### src/evseq_pkg.sv
// Purpose: shared constants for the event/action rule sequencer
// Assumes: codes are 8-bit selectors from configuration
// Notes: timer counts are in scan ticks
package evseq_pkg;
   localparam int unsigned MAX_SLOTS = 20;
   localparam int unsigned CODE_W = 8;
   localparam int unsigned IDX_W = 5;
   localparam int unsigned TMR_W = 16;
   // event codes
   localparam logic [7:0] EV_FALSE = 8'h00;
   localparam logic [7:0] EV_TRUE = 8'h01;
   localparam logic [7:0] EV_ON_REF = 8'h04;
   localparam logic [7:0] EV_TMR0_OUT = 8'h1E;
   // action codes
   localparam logic [7:0] ACT_NONE = 8'h01;
   localparam logic [7:0] ACT_PRESET0 = 8'h0A;
   localparam logic [7:0] ACT_PRESET1 = 8'h0B;
   localparam logic [7:0] ACT_TMR0_START = 8'h1D;
   // start input function codes
   localparam logic [7:0] DI_START = 8'h08;
   localparam logic [7:0] DI_LATCH_START = 8'h09;
   // second input function codes
   localparam logic [7:0] DI_NOP = 8'h00;
   localparam logic [7:0] DI_STOP_INV = 8'h06;
   typedef enum logic [1:0] {
      EVSEQ_IDLE = 2'b00,
      EVSEQ_RUN = 2'b01
   } evseq_state_t;
   typedef enum logic [1:0] {
      EVSEQ_M_FREE = 2'b00,
      EVSEQ_M_RUN = 2'b01,
      EVSEQ_M_RAMP = 2'b11
   } evseq_motor_t;
endpackage

### src/evseq_timer.sv
// Purpose: timer 0, counts scan ticks after a start action
// Assumes: start and tick are single-cycle pulses
// Notes: expiry flag holds until the next start
`timescale 1ns/1ps
module evseq_timer #(
   parameter int unsigned TMR_W = evseq_pkg::TMR_W
) (
   // clock and reset
   input wire logic pclk,
   input wire logic presetn,
   // control
   input wire logic start,
   input wire logic tick,
   input wire logic [TMR_W-1:0] duration,
   // status
   output logic expired
);
   logic [TMR_W-1:0] count;
   logic running;
   logic [TMR_W-1:0] next_count;
   logic next_running;
   logic next_expired;

   // reload on start; a zero duration expires at the next tick
   always_comb begin
      next_count = count;
      next_running = running;
      next_expired = expired;
      if (start) begin
         next_count = duration;
         next_running = 1'b1;
         next_expired = 1'b0;
      end else if (running && tick) begin
         if (count == '0) begin
            next_running = 1'b0;
            next_expired = 1'b1;
         end else begin
            next_count = count - 1'b1;
         end
      end
   end

   // state registers
   always_ff @(posedge pclk or negedge presetn) begin
      if (!presetn) begin
         count <= '0;
         running <= 1'b0;
         expired <= 1'b0;
      end else begin
         count <= next_count;
         running <= next_running;
         expired <= next_expired;
      end
   end

   chk_timer_expiry: assert property (@(posedge pclk) disable iff (!presetn)
      running && tick && count == '0 && !start |=> expired)
      else $error("timer did not expire at zero count");
endmodule

### src/evseq_startstop.sv
// Purpose: decodes the start/stop digital inputs into a run command
// Assumes: input levels are synchronous to pclk
// Notes: ramp length is a parameter in clock cycles
`timescale 1ns/1ps
module evseq_startstop #(
   parameter int unsigned RAMP_CYC = 16
) (
   // clock and reset
   input wire logic pclk,
   input wire logic presetn,
   // configuration
   input wire logic [7:0] start_func,
   input wire logic [7:0] stop_func,
   // terminals
   input wire logic start_in,
   input wire logic stop_in_n,
   // status
   output logic run_cmd,
   output logic ramping_down,
   output logic motor_free
);
   evseq_pkg::evseq_motor_t mstate;
   evseq_pkg::evseq_motor_t next_mstate;
   logic latched;
   logic next_latched;
   logic [15:0] ramp_cnt;
   logic [15:0] next_ramp_cnt;
   logic want_run;
   logic stop_inv;

   // stop inverse only when the second input is coded for it
   assign stop_inv = (stop_func == evseq_pkg::DI_STOP_INV);

   // start decode: level start or latched start released by stop
   always_comb begin
      next_latched = latched;
      want_run = 1'b0;
      if (start_func == evseq_pkg::DI_START) begin
         want_run = start_in;
         next_latched = 1'b0;
      end else if (start_func == evseq_pkg::DI_LATCH_START) begin
         if (stop_inv && !stop_in_n) begin
            next_latched = 1'b0;
         end else if (start_in) begin
            next_latched = 1'b1;
         end
         want_run = next_latched;
      end else begin
         next_latched = 1'b0;
      end
      // code 0 on the second input does nothing at all
      if (stop_func != evseq_pkg::DI_NOP && stop_inv && !stop_in_n) begin
         want_run = 1'b0;
      end
   end

   // stop ramps down first, then leaves the motor free
   always_comb begin
      next_mstate = mstate;
      next_ramp_cnt = ramp_cnt;
      unique case (mstate)
         evseq_pkg::EVSEQ_M_FREE: begin
            if (want_run) begin
               next_mstate = evseq_pkg::EVSEQ_M_RUN;
            end
         end
         evseq_pkg::EVSEQ_M_RUN: begin
            if (!want_run) begin
               next_mstate = evseq_pkg::EVSEQ_M_RAMP;
               next_ramp_cnt = 16'(RAMP_CYC);
            end
         end
         evseq_pkg::EVSEQ_M_RAMP: begin
            if (want_run) begin
               next_mstate = evseq_pkg::EVSEQ_M_RUN;
            end else if (ramp_cnt <= 16'h0001) begin
               next_mstate = evseq_pkg::EVSEQ_M_FREE;
            end else begin
               next_ramp_cnt = ramp_cnt - 16'h0001;
            end
         end
         default: next_mstate = evseq_pkg::EVSEQ_M_FREE;
      endcase
   end

   // state registers
   always_ff @(posedge pclk or negedge presetn) begin
      if (!presetn) begin
         mstate <= evseq_pkg::EVSEQ_M_FREE;
         latched <= 1'b0;
         ramp_cnt <= 16'h0000;
      end else begin
         mstate <= next_mstate;
         latched <= next_latched;
         ramp_cnt <= next_ramp_cnt;
      end
   end

   assign run_cmd = (mstate == evseq_pkg::EVSEQ_M_RUN);
   assign ramping_down = (mstate == evseq_pkg::EVSEQ_M_RAMP);
   assign motor_free = (mstate == evseq_pkg::EVSEQ_M_FREE);

   chk_stop_ramps: assert property (@(posedge pclk) disable iff (!presetn)
      mstate == evseq_pkg::EVSEQ_M_RUN && !want_run |=> ramping_down)
      else $error("stop did not start a ramp down");
   chk_level_start: assert property (@(posedge pclk) disable iff (!presetn)
      start_func == evseq_pkg::DI_START && stop_func == evseq_pkg::DI_NOP
      && start_in && motor_free |=> run_cmd)
      else $error("level start ignored");
   chk_latch_release: assert property (@(posedge pclk) disable iff (!presetn)
      start_func == evseq_pkg::DI_LATCH_START && stop_inv && !stop_in_n |=> !latched)
      else $error("stop inverse did not release latch");
endmodule

### src/evseq_rule_sequencer.sv
// Purpose: event/action rule sequencer with APB configuration
// Assumes: scan_tick is a one-cycle strobe; pclk 25 MHz
// Notes: one slot evaluated per scan tick; zero pairs means idle
//
// Contract
// - an action runs only when its paired event slot evaluates true
// - event n and action n share an index; true advances to n plus one
// - only one event slot is evaluated at a time
// - false event: no action, no other slot, index unchanged
// - on start the sequencer begins at slot zero and waits there
// - zero to twenty event/action pairs may be programmed
// - after the last programmed pair the index wraps to the first
// - runs only while mode is on; otherwise no events or actions
// - event codes: 0 false, 1 true, 4 on reference, 30 timer expired
// - action codes: 1 none, 10 preset 0, 11 preset 1, 29 timer start
// - timer 0 holds a duration; its expiry makes its event true
// - start code 8 is level start; second input code 0 is no operation
// - start code 9 latches; second input code 6 is stop inverse
// - stop ramps the motor down then leaves it free
`timescale 1ns/1ps
module evseq_rule_sequencer #(
   parameter int unsigned NSLOT = evseq_pkg::MAX_SLOTS,
   parameter int unsigned RAMP_CYC = 16
) (
   // apb slave
   input wire logic pclk,
   input wire logic presetn,
   input wire logic psel,
   input wire logic penable,
   input wire logic pwrite,
   input wire logic [11:0] paddr,
   input wire logic [31:0] pwdata,
   output logic [31:0] prdata,
   output logic pready,
   output logic pslverr,
   // drive status
   input wire logic scan_tick,
   input wire logic on_reference,
   // terminals
   input wire logic start_in,
   input wire logic stop_in_n,
   // drive actions
   output logic preset_sel,
   output logic action_strobe,
   output logic [7:0] action_code,
   output logic run_cmd,
   output logic ramping_down,
   output logic motor_free
);
   // register byte offsets
   localparam logic [11:0] REG_CTRL = 12'h000;
   localparam logic [11:0] REG_TIMER = 12'h004;
   localparam logic [11:0] REG_INPUTS = 12'h008;
   localparam logic [11:0] REG_STATUS = 12'h00C;
   localparam logic [11:0] REG_EVENT0 = 12'h100;
   localparam logic [11:0] REG_ACTION0 = 12'h200;
   localparam logic [11:0] SLOT_SPAN = 12'h050;
   localparam logic [11:0] SLOT_MASK = 12'hF00;
   localparam logic [4:0] CNT_MAX = 5'h14;

   // configuration storage
   logic mode_on;
   logic [4:0] pair_count;
   logic [15:0] tmr_duration;
   logic [7:0] start_func;
   logic [7:0] stop_func;
   logic [7:0] event_code [NSLOT];
   logic [7:0] act_code [NSLOT];
   logic [7:0] next_event_code [NSLOT];
   logic [7:0] next_act_code [NSLOT];
   logic next_mode_on;
   logic [4:0] next_pair_count;
   logic [15:0] next_tmr_duration;
   logic [7:0] next_start_func;
   logic [7:0] next_stop_func;
   // sequencer state
   evseq_pkg::evseq_state_t state;
   evseq_pkg::evseq_state_t next_state;
   logic [4:0] slot;
   logic [4:0] next_slot;
   logic next_preset_sel;
   logic next_action_strobe;
   logic [7:0] next_action_code;
   logic [31:0] next_prdata;
   // helpers
   logic wr_en;
   logic rd_en;
   logic [11:0] base;
   logic [11:0] off;
   logic [4:0] widx;
   logic addr_ok;
   logic ev_true;
   logic tmr_start;
   logic tmr_expired;
   logic [7:0] cur_event;
   logic [7:0] cur_action;

   assign pready = 1'b1; // zero wait states
   assign wr_en = psel && penable && pwrite;
   assign rd_en = psel && !penable && !pwrite;
   assign base = paddr & SLOT_MASK;
   assign off = paddr - base;
   assign widx = off[6:2];

   // address decode; unmapped or misaligned accesses flag an error
   always_comb begin
      addr_ok = 1'b0;
      if (paddr[1:0] == 2'b00) begin
         if (paddr == REG_CTRL || paddr == REG_TIMER || paddr == REG_INPUTS
             || paddr == REG_STATUS) begin
            addr_ok = 1'b1;
         end else if ((base == REG_EVENT0 || base == REG_ACTION0) && off < SLOT_SPAN) begin
            addr_ok = 1'b1;
         end
      end
   end
   assign pslverr = psel && penable && !addr_ok;

   // configuration register writes
   always_comb begin
      next_mode_on = mode_on;
      next_pair_count = pair_count;
      next_tmr_duration = tmr_duration;
      next_start_func = start_func;
      next_stop_func = stop_func;
      next_event_code = event_code;
      next_act_code = act_code;
      if (wr_en && addr_ok) begin
         if (paddr == REG_CTRL) begin
            next_mode_on = pwdata[0];
            // counts above the array size are clamped
            next_pair_count = (pwdata[12:8] > CNT_MAX) ? CNT_MAX : pwdata[12:8];
         end else if (paddr == REG_TIMER) begin
            next_tmr_duration = pwdata[15:0];
         end else if (paddr == REG_INPUTS) begin
            next_start_func = pwdata[7:0];
            next_stop_func = pwdata[15:8];
         end else if (base == REG_EVENT0) begin
            next_event_code[widx] = pwdata[7:0];
         end else if (base == REG_ACTION0) begin
            next_act_code[widx] = pwdata[7:0];
         end
      end
   end

   // read data captured in the setup phase
   always_comb begin
      next_prdata = 32'h00000000;
      if (rd_en) begin
         if (!addr_ok) begin
            // misaligned slot reads would otherwise leak a neighbour's code
            next_prdata = 32'h00000000;
         end else if (paddr == REG_CTRL) begin
            next_prdata = {19'h00000, pair_count, 7'h00, mode_on};
         end else if (paddr == REG_TIMER) begin
            next_prdata = {16'h0000, tmr_duration};
         end else if (paddr == REG_INPUTS) begin
            next_prdata = {16'h0000, stop_func, start_func};
         end else if (paddr == REG_STATUS) begin
            next_prdata = {16'h0000, 3'h0, slot, 3'h0, motor_free, ramping_down,
               run_cmd, tmr_expired, preset_sel};
         end else if (base == REG_EVENT0 && off < SLOT_SPAN) begin
            next_prdata = {24'h000000, event_code[widx]};
         end else if (base == REG_ACTION0 && off < SLOT_SPAN) begin
            next_prdata = {24'h000000, act_code[widx]};
         end
      end else begin
         next_prdata = prdata;
      end
   end

   // event decode for the current slot only
   assign cur_event = event_code[slot];
   assign cur_action = act_code[slot];
   always_comb begin
      unique case (cur_event)
         evseq_pkg::EV_FALSE: ev_true = 1'b0;
         evseq_pkg::EV_TRUE: ev_true = 1'b1;
         evseq_pkg::EV_ON_REF: ev_true = on_reference;
         evseq_pkg::EV_TMR0_OUT: ev_true = tmr_expired;
         default: ev_true = 1'b0;
      endcase
   end

   // sequencer: one slot per scan tick, action only on a true event
   always_comb begin
      next_state = state;
      next_slot = slot;
      next_preset_sel = preset_sel;
      next_action_strobe = 1'b0;
      next_action_code = action_code;
      tmr_start = 1'b0;
      unique case (state)
         evseq_pkg::EVSEQ_IDLE: begin
            next_slot = 5'h00;
            if (mode_on && pair_count != 5'h00) begin
               next_state = evseq_pkg::EVSEQ_RUN;
            end
         end
         evseq_pkg::EVSEQ_RUN: begin
            if (!mode_on || pair_count == 5'h00) begin
               next_state = evseq_pkg::EVSEQ_IDLE;
               next_slot = 5'h00;
            end else if (scan_tick && ev_true) begin
               next_action_strobe = 1'b1;
               next_action_code = cur_action;
               if (cur_action == evseq_pkg::ACT_PRESET0) begin
                  next_preset_sel = 1'b0;
               end else if (cur_action == evseq_pkg::ACT_PRESET1) begin
                  next_preset_sel = 1'b1;
               end else if (cur_action == evseq_pkg::ACT_TMR0_START) begin
                  tmr_start = 1'b1;
               end
               // wrap after the last programmed pair
               next_slot = (slot + 5'h01 >= pair_count) ? 5'h00 : slot + 5'h01;
            end
            // a false event leaves slot and outputs alone
         end
         default: next_state = evseq_pkg::EVSEQ_IDLE;
      endcase
   end

   // state registers
   always_ff @(posedge pclk or negedge presetn) begin
      if (!presetn) begin
         mode_on <= 1'b0;
         pair_count <= 5'h00;
         tmr_duration <= 16'h0000;
         start_func <= evseq_pkg::DI_START;
         stop_func <= evseq_pkg::DI_NOP;
         for (int i = 0; i < NSLOT; i++) begin
            event_code[i] <= evseq_pkg::EV_FALSE;
            act_code[i] <= evseq_pkg::ACT_NONE;
         end
         state <= evseq_pkg::EVSEQ_IDLE;
         slot <= 5'h00;
         preset_sel <= 1'b0;
         action_strobe <= 1'b0;
         action_code <= evseq_pkg::ACT_NONE;
         prdata <= 32'h00000000;
      end else begin
         mode_on <= next_mode_on;
         pair_count <= next_pair_count;
         tmr_duration <= next_tmr_duration;
         start_func <= next_start_func;
         stop_func <= next_stop_func;
         event_code <= next_event_code;
         act_code <= next_act_code;
         state <= next_state;
         slot <= next_slot;
         preset_sel <= next_preset_sel;
         action_strobe <= next_action_strobe;
         action_code <= next_action_code;
         prdata <= next_prdata;
      end
   end

   evseq_timer #(.TMR_W(evseq_pkg::TMR_W)) u_timer (
      .pclk(pclk),
      .presetn(presetn),
      .start(tmr_start),
      .tick(scan_tick),
      .duration(tmr_duration),
      .expired(tmr_expired)
   );

   evseq_startstop #(.RAMP_CYC(RAMP_CYC)) u_startstop (
      .pclk(pclk),
      .presetn(presetn),
      .start_func(start_func),
      .stop_func(stop_func),
      .start_in(start_in),
      .stop_in_n(stop_in_n),
      .run_cmd(run_cmd),
      .ramping_down(ramping_down),
      .motor_free(motor_free)
   );

   // checks
   chk_action_cause: assert property (@(posedge pclk) disable iff (!presetn)
      action_strobe |-> $past(scan_tick) && $past(ev_true)
      && $past(state) == evseq_pkg::EVSEQ_RUN)
      else $error("action without a true event");
   chk_slot_advance: assert property (@(posedge pclk) disable iff (!presetn)
      state == evseq_pkg::EVSEQ_RUN && mode_on && scan_tick && ev_true
      && slot + 5'h01 < pair_count |=> slot == $past(slot) + 5'h01)
      else $error("slot did not advance");
   chk_false_hold: assert property (@(posedge pclk) disable iff (!presetn)
      state == evseq_pkg::EVSEQ_RUN && mode_on && pair_count != 5'h00 && !ev_true
      |=> $stable(slot) && !action_strobe)
      else $error("false event changed slot");
   chk_no_tick_hold: assert property (@(posedge pclk) disable iff (!presetn)
      state == evseq_pkg::EVSEQ_RUN && mode_on && pair_count != 5'h00
      && !scan_tick |=> $stable(slot))
      else $error("slot moved without tick");
   chk_slot_wrap: assert property (@(posedge pclk) disable iff (!presetn)
      state == evseq_pkg::EVSEQ_RUN && mode_on && scan_tick && ev_true
      && slot + 5'h01 == pair_count |=> slot == 5'h00)
      else $error("slot did not wrap");
   chk_mode_off: assert property (@(posedge pclk) disable iff (!presetn)
      !mode_on |=> !action_strobe ##1 (state == evseq_pkg::EVSEQ_IDLE || mode_on))
      else $error("sequencer active with mode off");
   chk_start_first: assert property (@(posedge pclk) disable iff (!presetn)
      state == evseq_pkg::EVSEQ_IDLE |=> slot == 5'h00)
      else $error("start not at first slot");
   chk_count_limit: assert property (@(posedge pclk) disable iff (!presetn)
      pair_count <= CNT_MAX && slot < CNT_MAX)
      else $error("pair count out of range");
   chk_preset_one: assert property (@(posedge pclk) disable iff (!presetn)
      action_strobe && action_code == evseq_pkg::ACT_PRESET1 |-> preset_sel)
      else $error("preset 1 not selected");
   chk_one_slot: assert property (@(posedge pclk) disable iff (!presetn)
      $changed(slot) |-> slot == 5'h00 || slot == $past(slot) + 5'h01)
      else $error("slot jumped");
   cov_action: cover property (@(posedge pclk) action_strobe);
   cov_wrap: cover property (@(posedge pclk) slot != 5'h00 ##1 slot == 5'h00);
   cov_timer: cover property (@(posedge pclk) tmr_expired && state == evseq_pkg::EVSEQ_RUN);
   cov_ramp: cover property (@(posedge pclk) ramping_down ##1 motor_free);
endmodule

### config.mk
export PLATFORM = sky130hd
export DESIGN_NAME = evseq_rule_sequencer
export DESIGN_NICKNAME = d
export VERILOG_FILES = /design/src/evseq_pkg.sv /design/src/evseq_timer.sv /design/src/evseq_startstop.sv /design/src/evseq_rule_sequencer.sv
export SDC_FILE = /design/constraint.sdc
export NUM_CORES = 1
export LEC_CHECK = 0
export ABC_CLOCK_PERIOD_IN_PS = 3600
export BUFFER_PORTS_ARGS = -buffer_cell sky130_fd_sc_hd__buf_4
export CORE_UTILIZATION = 29
export DETAILED_ROUTE_END_ITERATION = 8
export PLACE_DENSITY_LB_ADDON = 0.25
export SETUP_SLACK_MARGIN = 0.2
export SYNTH_ARGS = -nofsm -noshare
export SYNTH_HDL_FRONTEND = slang
export SYNTH_SLANG_ARGS = --single-unit
### constraint.sdc
create_clock -name pclk -period 3.6 [get_ports pclk]
set_clock_uncertainty 0.15 [all_clocks]
set_input_delay 1.08 -clock pclk [delete_from_list [all_inputs] [get_ports pclk]]
set_output_delay 1.08 -clock pclk [all_outputs]
set_load 0.02 [all_outputs]
==> results.md <==
- Result of the run: finished clean
- Transition time at the pin with the least slew margin: 0.8157 ns
- DIE HEIGHT: 282.6 um
- Area delta synth->final: 27.05%
- Drt first pass iters: 5
- Die Width: 282.6 um
- Area of the die: 79,870 um^2
- Highest Clock Rate: 278.6 MHz
- Ys async rst share: 100.0%
- Top cell by count, worst path: sky130_fd_sc_hd__buf_6
- Detailed-routing wirelength on met1: 32.74 mm
- Synth unique cells: 80
- Required arrival time at the worst endpoint: 2.37 ns
- Top cell type's share of synthesized area: 44.38%
- Longest individual stage delay on the worst path: 0.28 ns
- Routed wirelength normalized by instance count: 24.45 um
- Most frequent cell after synthesis: sky130_fd_sc_hd__dfrtp_1
- Power, Total: 0.01092 W
- Register clock-pin slew on the reported worst setup and hold paths: 0.05 ns
- Buffer depth of the longest clock path: 3
- Number of antenna violations at the first check in global routing: 0
- First-pass GRT wire length: 111.1 mm
- Crit path kind: input pin to primary output
- Combined buffer and inverter count along the critical path: 4
- Max-slew violation count: 0
- Number of H-tree levels: 2
- Clk Tree Root Cell: sky130_fd_sc_hd__clkbuf_16
- Proportion of synthesized chip area in sequential cells: 46.91%
- Worst slew slack as a fraction of its limit: 45.50%
- Synth area leaders: sky130_fd_sc_hd__dfrtp_1, sky130_fd_sc_hd__mux2_2, sky130_fd_sc_hd__mux4_2, sky130_fd_sc_hd__mux2i_1, sky130_fd_sc_hd__dfstp_2
- Core region area: 77,720 um^2
- Static leakage: 12.83 nW
- Power per cell area: 376.5 nW/um^2
- Number of synthesis warnings: 0
- Minimum setup slack among reg-to-reg paths: 0.05 ns
- Synthesized area: 22,840 um^2
- Routed vias: 15.41k
- Iteration-0 DRC Markers: 993
- Detailed-route wire length: 73.17 mm
- Synth area leader: sky130_fd_sc_hd__dfrtp_1
- Post-route minimum period: 3.589 ns
- Slowest CP cell: sky130_fd_sc_hd__a2111oi_4
- Worst Reg-to-Reg Cells: 13
- Number of I/O port buffers: 66
- Antenna Diode Count: 0
- Gate Count Post-Synth: 1,686
- Top Metal Used: met4
- Total number of cells along the worst setup path: 8
- FF-to-FF Start: slot[0]$_DFFE_PN0P_
- Via count of the first global-routing pass: 16.51k
- Max VDD drop: 0.0003455 V
- Number of placement rows: 102
- RSZ-0062 raised after global routing: yes
- Largest fanout on the critical path: 3
- HPWL after detailed placement: 50.16 mm
- Sinks on the clock net: 427
- Flip-flop and latch count after synthesis: 427
- Setup TNS: 0 ns
- Family of cells with the greatest summed delay on the critical path: buffers and inverters
- Overflow left after global routing: 0
- Worst min path class: input pin to asynchronous set/reset pin
- Crit path arrival time: 2.36 ns
- Element type at the critical path start: input pin
- Placer congestion estimate: 0.8492
- Source-to-sink clock delay at the later pin of the worst-skew pair: 0.61 ns
- Critical Path, Cell by Cell: buf_12 > or2_4 > a2111oi_4 > buf_4 > buf_6 > o21a_4 > nor2_4 > buf_6
- Max-cap viol count: 0
- CTS tree: yes
- Number of enable flip-flop cells after synthesis: 0
- Top Ports: 100
- Mean Syn Cell Area: 13.55 um^2
- Most frequent cells after synthesis: sky130_fd_sc_hd__dfrtp_1, sky130_fd_sc_hd__mux2_2, sky130_fd_sc_hd__mux4_2, sky130_fd_sc_hd__nand2_1, sky130_fd_sc_hd__clkbuf_1
- Setup violations, final: 0
- Routed length on met2: 35.50 mm
- DRT antenna net count: 0
- Starting utilization of the core area: 29.38%
- Net count, final: 1,975
- Met3 routed wirelength: 3.268 mm
- Total clock buffers created by CTS: 49
- Primary flip-flop cell chosen by synthesis mapping: sky130_fd_sc_hd__dfrtp_1
- Ratio of routed vias to standard cells: 5.151
- Combined global-route utilization of all metal layers: 18.75%
- Final period util: 99.71%
- Final number of hold-violating endpoints: 0
- FF-to-FF End: u_timer.count[11]$_DFFE_PN0P_
- Setup crit end kind: primary output
- Largest net degree at the start of global routing: 81
- Layout cell share with drive strength beyond 1: 51.38%
- DRC: 0
area by class of cell:
cell class                 count  area [um^2]
fill                        7324        48710
tap                         1040         1301
multi-input combinational   1125        12270
sequential                   427        10720
timing repair buffer         292         3037
clock buffer                  75         1434
clock inverter                16        190.2
inverter                      17        67.56
sequential cells by signal, summed over array words and instances (netlist names), 2 cells and up:
name and cells:
u_startstop.mstate 2, u_startstop.ramp_cnt 16, action_code 8, pair_count 5
u_timer.count 16, stop_func 8, slot 5, tmr_duration 16
start_func 8, act_code 160, event_code 160, prdata 16
timing repair:
action	4_1_cts	5_1_grt
setup buffers	29	4
cloned	4	0
endpoints found under the setup margin	36	28
gates resized for setup	53	37
hold buffers	0	0
pin swaps	18	13
hold endpoints to repair	0	0
logic make-up after synthesis:
logic type                 count (synthesis)  share of synthesized area [%]
adders and majority gates                 10                         0.5479
xor gates and xnor gates                  29                          1.112
AOI/OAI and AO/OA                        179                          5.463
other                                      2                        0.03289
and+or+nand+nor                          307                          7.062
DFF                                      427                          46.91
buffers and inverters                    149                          3.408
muxes                                    583                          35.46
layout by cell type (no fill, tap or decap), types with 23 or more instances in the layout:
master,netlist,final
sky130_fd_sc_hd__a21oi_1,26,23
sky130_fd_sc_hd__buf_12,4,55
sky130_fd_sc_hd__buf_4,22,219
sky130_fd_sc_hd__clkbuf_16,0,49
sky130_fd_sc_hd__dfrtp_1,405,402
sky130_fd_sc_hd__mux2_2,374,262
sky130_fd_sc_hd__mux2_4,8,120
sky130_fd_sc_hd__mux2i_1,64,60
sky130_fd_sc_hd__mux4_2,126,130
sky130_fd_sc_hd__nand2_1,82,76
sky130_fd_sc_hd__nor2_1,57,52
sky130_fd_sc_hd__nor2_4,5,39
sky130_fd_sc_hd__o21ai_0,44,38
per-stage QoR:
stage               std cells  hold WS [ns]  util, %  cell area [um^2]  worst slack (ns)
floorplan                1701        0.3168        -             23560         -0.001427
global placement         2864        0.3179    34.30             26660           -0.4026
detailed placement       2864        0.3238    34.30             26660           -0.4299
CTS                      2988        0.2333    37.14             28870          0.008910
global route             2992        0.2567    37.33             29020          -0.04149
finish                   2992        0.2444    37.33             29020           0.01058
per-layer routing:
layer	track usage, %	vias up
met3	3.271	88
met5	0	-
met1	25.41	8200
met4	4.823	0
li1	-	6785
met2	30.87	339
how the worst max path moves through the flow:
stage                                    from                             to  slack (ns)
after CTS                            paddr[4]                        pslverr       0.009
final                                paddr[4]                        pslverr        0.01
after floorplan                      paddr[4]      act_code[133]$_DFFE_PN0P_      -0.001
after detailed placement            paddr[11]      act_code[137]$_DFFE_PN0P_       -0.43
after global placement              paddr[11]      act_code[150]$_DFFE_PN0P_       -0.40
after global routing      slot[0]$_DFFE_PN0P_  u_timer.count[12]$_DFFE_PN0P_       -0.04
power by group:
group	leakage [nW]	switching, W	internal, W	total, W
clock	0.802	0.00209	0.00303	0.00512
combinational	6.18	0.000562	0.000295	0.000857
sequential	5.85	0.0000776	0.00487	0.00495
total	12.8	0.00273	0.00820	0.0109
No activity file was read; power rests on OpenSTA's default activity.
